**config.mk**
```make
export PLATFORM = sky130hd
export DESIGN_NAME = system_clock_selector_monitor
export DESIGN_NICKNAME = d
export VERILOG_FILES = /design/src/clk_sel_pkg.sv /design/src/system_clock_selector_monitor.sv
export SDC_FILE = /design/constraint.sdc
export NUM_CORES = 1
export LEC_CHECK = 0
export ABC_AREA = 1
export BUFFER_PORTS_ARGS = -buffer_cell sky130_fd_sc_hd__buf_2
export CORE_MARGIN = 4
export CORE_UTILIZATION = 45
export CTS_BUF_LIST = sky130_fd_sc_hd__clkbuf_2 sky130_fd_sc_hd__clkbuf_4 sky130_fd_sc_hd__clkbuf_8
export DETAILED_ROUTE_END_ITERATION = 12
export GPL_ROUTABILITY_DRIVEN = 0
export PLACE_DENSITY = 0.76
export SETUP_SLACK_MARGIN = 0.15
export SLEW_MARGIN = 25
export SYNTH_ARGS = -nofsm -noshare
export SYNTH_HDL_FRONTEND = slang
export SYNTH_SLANG_ARGS = --single-unit
```
**constraint.sdc**
```tcl
create_clock -name clk_sys_i -period 1.6 [get_ports clk_sys_i]
set_clock_uncertainty 0.15 [all_clocks]
set_input_delay 0.08 -clock clk_sys_i [delete_from_list [all_inputs] [get_ports clk_sys_i]]
set_output_delay 0.08 -clock clk_sys_i [all_outputs]
set_load 0.01 [all_outputs]
```
**src/clk_sel_pkg.sv**
```systemverilog
// Constants for the system clock selector and monitor
package clk_sel_pkg;

    // Register indices (word offsets, byte address = index * 4)
    localparam logic [3:0] REG_CTRL     = 4'h0;
    localparam logic [3:0] REG_STATUS   = 4'h1;
    localparam logic [3:0] REG_IRQ_STAT = 4'h2;
    localparam logic [3:0] REG_IRQ_MASK = 4'h3;
    localparam logic [3:0] REG_PRESC    = 4'h4;
    localparam logic [3:0] REG_AUDIO    = 4'h5;

    // Control register fields
    localparam int CTRL_SEL_EXT  = 0;
    localparam int CTRL_MON_EN   = 1;
    localparam int CTRL_PLL_EN   = 2;
    localparam int CTRL_PLL_SRC  = 3;
    localparam int CTRL_AUD_EN   = 4;

    // Interrupt status bit positions
    localparam int IRQ_EXT_FAIL  = 0;
    localparam int IRQ_PLL_FAIL  = 1;
    localparam int IRQ_SWITCHED  = 2;
    localparam int IRQ_W         = 3;

    // Prescaler field layout: ahb[3:0], apb_hi[7:4], apb_lo[11:8]
    localparam int PRE_AHB_LSB   = 0;
    localparam int PRE_HI_LSB    = 4;
    localparam int PRE_LO_LSB    = 8;
    localparam int PRE_W         = 4;

    // Reset values
    localparam logic [31:0] CTRL_RST  = 32'h0000_0002;
    localparam logic [31:0] PRESC_RST = 32'h0000_0000;
    localparam logic [31:0] AUDIO_RST = 32'h0000_0000;

    // Oscillator and limit figures
    localparam int INT_OSC_KHZ  = 16000;
    localparam int EXT_MIN_KHZ  = 4000;
    localparam int EXT_MAX_KHZ  = 26000;
    localparam int AHB_MAX_KHZ  = 120000;
    localparam int APB_HI_MAX_KHZ = 60000;
    localparam int APB_LO_MAX_KHZ = 30000;
    localparam int AUD_MIN_HZ   = 8000;
    localparam int AUD_MAX_HZ   = 192000;

    // Failure watchdog: no external edge within this time means dead
    localparam int SYS_CLK_MHZ  = 250;
    localparam int FAIL_TIME_NS = 1000;
    localparam int FAIL_CYCLES  = (FAIL_TIME_NS * SYS_CLK_MHZ) / 1000;

    // Switch sequencer states
    typedef enum logic [1:0] {
        SW_IDLE  = 2'b00,
        SW_DROP  = 2'b01,
        SW_TAKE  = 2'b10
    } sw_state_t;

endpackage : clk_sel_pkg

```
**src/system_clock_selector_monitor.sv**
```systemverilog
// System clock selector with external clock failure monitor
//
// The placing of the registers and strobed register access are this design's own decisions.
`timescale 1ns/1ps

module system_clock_selector_monitor
    import clk_sel_pkg::*;
#(
    parameter int FAIL_CNT = FAIL_CYCLES
) (
    // Clock and reset
    input  wire logic        clk_sys_i,
    input  wire logic        arst_n_i,
    // Oscillator activity, asynchronous levels
    input  wire logic        int_osc_i,
    input  wire logic        ext_osc_i,
    input  wire logic        pll_lock_i,
    // Register port
    input  wire logic [3:0]  reg_addr_i,
    input  wire logic [31:0] reg_wdata_i,
    input  wire logic        reg_wr_i,
    input  wire logic        reg_rd_i,
    output logic      [31:0] reg_rdata_o,
    // Clock tree control
    output logic             int_gate_o,
    output logic             ext_gate_o,
    output logic             pll_en_o,
    output logic             pll_src_ext_o,
    output logic             audio_pll_en_o,
    output logic      [31:0] audio_cfg_o,
    output logic      [3:0]  ahb_div_o,
    output logic      [3:0]  apb_hi_div_o,
    output logic      [3:0]  apb_lo_div_o,
    // Interrupt
    output logic             irq_o
);

    localparam int CW = $clog2(FAIL_CNT + 1);

    typedef struct packed {
        logic [1:0]  int_sync;
        logic [1:0]  ext_sync;
        logic [1:0]  lock_sync;
        logic        ext_prev;
        logic [CW-1:0] ext_wd;
        logic        ext_dead;
        logic        lock_prev;
        logic [31:0] ctrl;
        logic [31:0] presc;
        logic [31:0] audio;
        logic [IRQ_W-1:0] irq_stat;
        logic [IRQ_W-1:0] irq_mask;
        logic        on_ext;
        logic        want_ext;
        logic        int_gate;
        logic        ext_gate;
        sw_state_t   sw;
        logic [31:0] rdata;
    } state_t;

    state_t s_q;
    state_t s_d;

    logic             ext_edge;
    logic             ext_fail;
    logic             pll_fail;
    logic [IRQ_W-1:0] ev;

    always_comb begin
        s_d = s_q;
        ev  = '0;

        // Two-stage synchronisers; only the second stage is read
        s_d.int_sync  = {s_q.int_sync[0], int_osc_i};
        s_d.ext_sync  = {s_q.ext_sync[0], ext_osc_i};
        s_d.lock_sync = {s_q.lock_sync[0], pll_lock_i};
        s_d.ext_prev  = s_q.ext_sync[1];
        s_d.lock_prev = s_q.lock_sync[1];

        // Watchdog restarts on every external edge
        ext_edge = s_q.ext_sync[1] != s_q.ext_prev;
        ext_fail = 1'b0;
        if (!s_q.ctrl[CTRL_MON_EN] || ext_edge) begin
            s_d.ext_wd   = '0;
            s_d.ext_dead = 1'b0;
        end else if (s_q.ext_wd == CW'(FAIL_CNT)) begin
            s_d.ext_dead = 1'b1;
            ext_fail     = !s_q.ext_dead;
        end else begin
            s_d.ext_wd = s_q.ext_wd + CW'(1);
        end

        // Lock loss or a dead source on a PLL fed from the external clock
        pll_fail = ((s_q.lock_prev && !s_q.lock_sync[1]) || ext_fail) &&
                   s_q.ctrl[CTRL_PLL_EN] && s_q.ctrl[CTRL_PLL_SRC];

        // Desired source; an external clock the monitor has marked dead is never chosen
        s_d.want_ext = s_q.ctrl[CTRL_SEL_EXT] && !s_q.ext_dead;

        // Glitch-free switch: drop old gate on its low phase, then take new
        case (s_q.sw)
            SW_IDLE: begin
                if (s_q.want_ext != s_q.on_ext) begin
                    s_d.sw = SW_DROP;
                end
            end
            SW_DROP: begin
                // A dead external clock cannot be waited on
                if (s_q.on_ext && (!s_q.ext_sync[1] || s_q.ext_dead)) begin
                    s_d.ext_gate = 1'b0;
                    s_d.sw       = SW_TAKE;
                end else if (!s_q.on_ext && !s_q.int_sync[1]) begin
                    s_d.int_gate = 1'b0;
                    s_d.sw       = SW_TAKE;
                end
            end
            SW_TAKE: begin
                if (!s_q.on_ext && (s_q.ext_dead || !s_q.want_ext)) begin
                    // Target lost mid-switch; both gates must not stay shut
                    if (!s_q.int_sync[1]) begin
                        s_d.int_gate = 1'b1;
                        s_d.sw       = SW_IDLE;
                    end
                end else if (!s_q.on_ext && !s_q.ext_sync[1]) begin
                    s_d.ext_gate = 1'b1;
                    s_d.on_ext   = 1'b1;
                    s_d.sw       = SW_IDLE;
                    ev[IRQ_SWITCHED] = 1'b1;
                end else if (s_q.on_ext && !s_q.int_sync[1]) begin
                    s_d.int_gate = 1'b1;
                    s_d.on_ext   = 1'b0;
                    s_d.sw       = SW_IDLE;
                    ev[IRQ_SWITCHED] = 1'b1;
                end
            end
            default: begin
                s_d.sw = SW_IDLE;
            end
        endcase

        ev[IRQ_EXT_FAIL] = ext_fail && s_q.on_ext;
        ev[IRQ_PLL_FAIL] = pll_fail;

        // Register writes
        if (reg_wr_i) begin
            case (reg_addr_i)
                REG_CTRL:     s_d.ctrl     = reg_wdata_i;
                REG_PRESC:    s_d.presc    = reg_wdata_i;
                REG_AUDIO:    s_d.audio    = reg_wdata_i;
                REG_IRQ_MASK: s_d.irq_mask = reg_wdata_i[IRQ_W-1:0];
                REG_IRQ_STAT: s_d.irq_stat = s_q.irq_stat & ~reg_wdata_i[IRQ_W-1:0];
                default: ;
            endcase
        end
        // New events win over a clear in the same cycle
        s_d.irq_stat = s_d.irq_stat | ev;

        // Read data in the cycle after the strobe only
        s_d.rdata = '0;
        if (reg_rd_i) begin
            case (reg_addr_i)
                REG_CTRL:     s_d.rdata = s_q.ctrl;
                REG_STATUS:   s_d.rdata = {28'h000_0000, s_q.sw == SW_IDLE,
                                           s_q.lock_sync[1], s_q.ext_dead, s_q.on_ext};
                REG_IRQ_STAT: s_d.rdata = {29'h0000_0000, s_q.irq_stat};
                REG_IRQ_MASK: s_d.rdata = {29'h0000_0000, s_q.irq_mask};
                REG_PRESC:    s_d.rdata = s_q.presc;
                REG_AUDIO:    s_d.rdata = s_q.audio;
                default:      s_d.rdata = '0;
            endcase
        end
    end

    always_ff @(posedge clk_sys_i or negedge arst_n_i) begin
        if (!arst_n_i) begin
            s_q          <= '0;
            s_q.ctrl     <= CTRL_RST;
            s_q.presc    <= PRESC_RST;
            s_q.audio    <= AUDIO_RST;
            s_q.int_gate <= 1'b1;
            s_q.on_ext   <= 1'b0;
            s_q.sw       <= SW_IDLE;
        end else begin
            s_q <= s_d;
        end
    end

    // Both gates drive one tree root for core and peripherals
    assign int_gate_o     = s_q.int_gate;
    assign ext_gate_o     = s_q.ext_gate;
    assign pll_en_o       = s_q.ctrl[CTRL_PLL_EN];
    assign pll_src_ext_o  = s_q.ctrl[CTRL_PLL_SRC];
    assign audio_pll_en_o = s_q.ctrl[CTRL_AUD_EN];
    assign audio_cfg_o    = s_q.audio;
    // Limits are software's; divisors pass unchecked
    assign ahb_div_o      = s_q.presc[PRE_AHB_LSB +: PRE_W];
    assign apb_hi_div_o   = s_q.presc[PRE_HI_LSB +: PRE_W];
    assign apb_lo_div_o   = s_q.presc[PRE_LO_LSB +: PRE_W];
    assign reg_rdata_o    = s_q.rdata;
    assign irq_o          = |(s_q.irq_stat & s_q.irq_mask);

endmodule : system_clock_selector_monitor

```
==> reports/qor.csv, run 1 <==
metric,value,unit
drt first pass iters,5,
Antenna Nets Post-Route,0,
crit share post-route,89.3,%
r2r setup slk,0.20,ns
Worst Hold Class,primary input to register,
fin crit period,1.43,ns
final setup fails,0,
first-pass GRT wire length,31100,um
Worst-Skew Late Latency,0.46,ns
dpl cell area,7870,um^2
CTS tree,built,
mean post-synth cell area,8.32,um^2
synthesized netlist cell count,899,
Core ar.,16100,um^2
CP Max Fanout,41,
post-route non-filler standard cell count,1223,
Netlist Area Pre-Place,7480,um^2
worst vdd ir,0.625,mV
initial antenna violation count,0,
GRT Total Usage,21.2,%
Worst-path clk slew,0.08,ns
Final Max Slew Viols,0,
area fraction of the dominant cell type after synthesis,51.9,%
CP startpoint kind,primary input,
most frequent cells in the layout,"nand2_1 (271), dfrtp_1 (155), nand3_1 (132), buf_2 (123), inv_1 (63)",
placed insts,1143,
RSZ-0062 raised after global routing,yes,
vias in the first global route,6121,
Yosys cell types,26,
post-route cell area,8860,um^2
Yosys top cell by area,dfrtp_1,
YS warnings,0,
#FFs+latches synth,157,
peak per-stage delay on the critical path,0.55,ns
largest net degree at the start of global routing,52,
nets@finish,1039,
HPWL after DPL,12400,um
Die Width,137,um
WS Path Type,primary input to register,
Worst Path Required,1.80,ns
H-tree levels,4,
Fmax,0.700,GHz
setup_tns,0,ns
hold_buf cts,42,
max_cap viols,0,
share of post-route cells with drive strength above 1,20.9,%
"commonest non-fill, non-tap cell in the layout",nand2_1,
Mapped Nets,944,
Fin Hold WS,-0.0143,ns
static leakage,0.00473,uW
worst r2r src,s_q[142],
R2R cell count,6,
CP Cell Sequence,buf_2 > dlygate4sd3_1 > nor2_1 > nand2_1 > inv_4 > nand2_2 > buf_12 > nand2_1 > nand2_1,
die area,18700,um^2
grt total ovfl,0,
Initial Utilization,46.6,%
post-DR wirelength/cell,15.8,um
# DRC,0,
WL final,19300,um
sequential area share after synthesis,52.6,%
DRT iter0 DRCs,610,
Least-Margin Pin Slew,0.359,ns
CP startpoint,reg_addr_i[2],
RR Endpoint,s_q[148],
outcome,"finished, violations left",
CTS max path bufs,2,
CP max stage cell,dlygate4sd3_1,
final hold violations,2,
Rel. slew slack,76.0,%
failing checks,negative hold slack,
I/O pin count,125,
arrival time at the worst endpoint,1.63,ns
P&R area growth vs syn,18.5,%
CTS root buf,clkbuf_8,
vias,6199,
n_diodes,0,
CP Capture Point,s_q[131],
Clock Sinks,157,
FP Rows,46,
IO Port Bufs,124,
cell mode on critical path,nand2_1,
crit end category,register,
Pwr Density,1190,nW/um^2
Vias/cell,5.07,
final core occ,55.2,%
number of CTS-inserted buffers,17,
Synth area leaders,"dfrtp_1 (52%), nand2_1 (14%), nand3_1 (8.8%), buf_4 (8.3%), o21ai_0 (4.0%)",
chip height,137,um
[synthesized netlist by cell type (all sizes together)]
| master | count |
|---|---|
| dfstp | 2 |
| a21boi | 1 |
| o21ai | 74 |
| inv | 69 |
| nor3b | 1 |
| and3 | 1 |
| nand2 | 275 |
| nand3 | 132 |
| a21oi | 8 |
| dfrtp | 155 |
| ha | 2 |
| nor3 | 3 |
| nand3b | 1 |
| clkbuf | 20 |
| o21a | 17 |
| xnor2 | 2 |
| buf | 102 |
| nor2 | 33 |
| xor2 | 1 |
[stage by stage]
| stage | power, uW | setup WS (ns) |
|---|---|---|
| 2_1_floorplan | 6520 | 0.296 |
| 3_3_place_gp | 6950 | 0.185 |
| 3_5_place_dp | 7020 | 0.124 |
| 4_1_cts | 10600 | 0.172 |
| 5_1_grt | 11100 | 0.101 |
| 6_report | 10500 | 0.172 |
[critical path, delay by kind of cell]
| family | cells | cell delay [ns] |
|---|---|---|
| buffers and inverters | 4 | 1.01 |
| AND/OR/NAND/NOR | 5 | 0.53 |
[what timing repair did]
action / in CTS / in global routing
buffers inserted: 2 / 2
cloned: 0 / 2
hold endpoints to repair: 294 / 1
pin swaps: 0 / 4
resized for setup: 2 / 11
endpoints found under the setup margin: 2 / 18
[worst min path at each step]
| stage | start | endpoint | slack (ns) | depth (start not counted) |
|---|---|---|---|---|
| after detailed placement | arst_n_i | s_q[114] | -0.21 | 1 |
| final | reg_addr_i[3] | ahb_div_o[2] | -0.01 | 6 |
| after global placement | arst_n_i | s_d[152] | -0.22 | 1 |
| after CTS | reg_addr_i[3] | ahb_div_o[2] | -0.03 | 6 |
| after global routing | reg_addr_i[3] | ahb_div_o[2] | -0.002 | 6 |
| after floorplan | arst_n_i | ahb_div_o[0] | -0.37 | 0 |
[sequential cells by signal, indices dropped and copies added (netlist names), 4 cells and up]
signal and count:
apb_hi_div_o 4, ahb_div_o 4, audio_cfg_o 32, s_q 71, s_d 5, reg_rdata_o 32, apb_lo_div_o 4
[layout make-up]
type                       count  area (um^2)
fill                        1451         7190
clock buffer                  22          284
inverter                      69          262
tap                          216          270
sequential                   157         3930
multi-input combinational    551         2520
timing repair buffer         198         1410
clock inverter                10          186
[report_power, final]
part / total [uW] / leakage, uW / internal (uW) / switching [uW]
sequential: 5110 / 0.00200 / 4630 / 477
combinational: 1970 / 0.00250 / 814 / 1160
clock: 3450 / 0.000230 / 1990 / 1450
[cell families (layout without fill, tap and decap cells)]
kind of cell | count (synthesis) | count (layout) | synth area share (%)
simple gates | 446 | 446 | 25.4
xor+xnor | 3 | 3 | 0.351
fa+ha+maj | 2 | 2 | 0.335
buf+inv | 191 | 299 | 14.1
flops | 157 | 157 | 52.6
compound gates | 100 | 100 | 7.29
[routing by layer]
metal	up-vias	GRT usage [%]	wire [um]
met5	-	0	0
met4	0	8.43	494
met3	42	4.41	1320
met2	257	34.7	9290
met1	2938	27.8	8230
li1	2962	-	-
No activity file was read; power rests on OpenSTA's default activity.
==> inputs of run 2 (changes only) <==
CORE_UTILIZATION = 58   (was 45)
PLACE_DENSITY = 0.92   (was 0.76)
==> run 2 against run 1 <==
Compared with the run above: the run now ends clean; sequential power barely moved; cell count decreased by 3.6%; wire length decreased by 1.1%; critical path type is now register to register.
==> reports/qor.csv, run 2 (same netlist as run 1, synthesis figures left out) <==
metric,value,unit
number of flip-flops in the largest register,71,
Worst Path Required,1.82,ns
n_diodes,0,
GRT Total Usage,26.8,%
crit share post-route,86.5,%
most frequent cells in the layout,"nand2_1 (271), dfrtp_1 (154), nand3_1 (131), buf_2 (123), inv_1 (63)",
WL final,19100,um
grt total ovfl,0,
hold path startpoint,reg_addr_i[2],
peak per-stage delay on the critical path,0.56,ns
worst vdd ir,0.829,mV
number of CTS-inserted buffers,17,
CTS tree,built,
R2R cell count,4,
FP Rows,41,
hold depth,6,
RSZ-0062 raised after global routing,yes,
Setup WS post-layout,0.216,ns
dpl cell area,7810,um^2
CTS max path bufs,2,
static leakage,0.00471,uW
Final Max Slew Viols,0,
drt first pass iters,5,
H-tree levels,4,
chip height,122,um
r2r setup slk,0.22,ns
first-pass GRT wire length,31000,um
setup_tns,0,ns
Rel. slew slack,68.9,%
Fmax,0.722,GHz
CTS root buf,clkbuf_8,
Worst Hold Class,primary input to register,
post-route cell area,8760,um^2
worst r2r src,s_q[109],
Least-Margin Pin Slew,0.467,ns
arrival time at the worst endpoint,1.61,ns
WS Path Type,register to register,
vias,6459,
Tot Pwr,10400,uW
final hold violations,0,
Antenna Nets Post-Route,0,
fillcell total,958,
post-route non-filler standard cell count,1179,
outcome,"finished, final reports clean",
Initial Utilization,59.3,%
initial antenna violation count,0,
crit end category,register,
Worst-path clk slew,0.08,ns
share of post-route cells with drive strength above 1,21.1,%
Core ar.,12600,um^2
WHS Endpoint,reg_rdata_o[1],
CP Max Fanout,4,
RR Endpoint,s_q[41],
Reg area,3930,um^2
Post-Place Setup Slack,0.144,ns
Biggest register,s_q,
"commonest non-fill, non-tap cell in the layout",nand2_1,
final setup fails,0,
placed insts,1100,
die area,14800,um^2
IO Port Bufs,124,
P&R area growth vs syn,17.1,%
max_cap viols,0,
post-DR wirelength/cell,16.2,um
vias in the first global route,6231,
nets@finish,1039,
largest net degree at the start of global routing,43,
Vias/cell,5.48,
fin crit period,1.38,ns
HPWL after DPL,12000,um
area used by multi-input combinational logic,2540,um^2
Pwr Density,1180,nW/um^2
Die Width,122,um
CP Cell Sequence,nand2_1 > nor2_2 > nand3_1 > o21ai_1,
# DRC,0,
I/O pin count,125,
CP max stage cell,dfstp_2,
Worst-Skew Late Latency,0.45,ns
CP startpoint kind,register,
DRT iter0 DRCs,687,
Clock Sinks,157,
-- run 2: what timing repair did --
item / in CTS / in global routing
hold buffers: 46 / 0
pin swaps: 0 / 3
resized for setup: 1 / 19
endpoints found under the setup margin: 2 / 31
endpoints found under the hold margin: 281 / 0
setup buffers: 1 / 0
-- run 2: stage by stage --
step                      hold slack [ns]  util [%]
after floorplan                    -0.366         -
after global placement             -0.123      61.9
after detailed placement           -0.123      61.9
after CTS                        0.000408      69.1
after global routing              0.00833      69.4
final                              0.0259      69.4
-- run 2: metal layers --
layer  share of wire, %  global-route usage (%)  vias to the layer above
met1                 39                    35.7                     3033
met4                3.7                    11.3                        0
met5                  0                       0                        -
met2                 48                    42.4                      380
met3                8.8                    6.17                       72
li1                   -                       -                     2974
-- run 2: where the power goes --
group | switching, uW | leakage (uW) | internal (uW)
registers | 491 | 0.00200 | 4640
clock network | 1400 | 0.000231 | 1820
logic | 1200 | 0.00248 | 815
total | 3080 | 0.00471 | 7270
-- run 2: area by class of cell --
class / count / area share, %
inverter: 69 / 2.96
timing repair buffer: 198 / 15.7
clock buffer: 26 / 3.80
clock inverter: 6 / 1.20
sequential: 157 / 44.9
tap: 172 / 2.46
multi-input combinational: 551 / 29.0
-- run 2: how the worst max path moves through the flow --
stage	startpoint	to	slack, ns	cells past startpoint
after global routing	s_q[142]	s_q[143]	0.14	8
after floorplan	s_q[109]	s_q[143]	0.30	6
after CTS	s_q[109]	s_q[143]	0.16	6
after global placement	reg_addr_i[3]	reg_rdata_o[3]	0.19	9
final	s_q[109]	s_q[41]	0.22	4
after detailed placement	s_q[109]	s_q[143]	0.14	6
-- run 2: worst max-delay path, delay by kind of cell, from the launching register on --
family           cells  cell delay (ns)
flip-flops           1             0.56
AND/OR/NAND/NOR      3             0.41
AO/OA/AOI/OAI        1             0.18
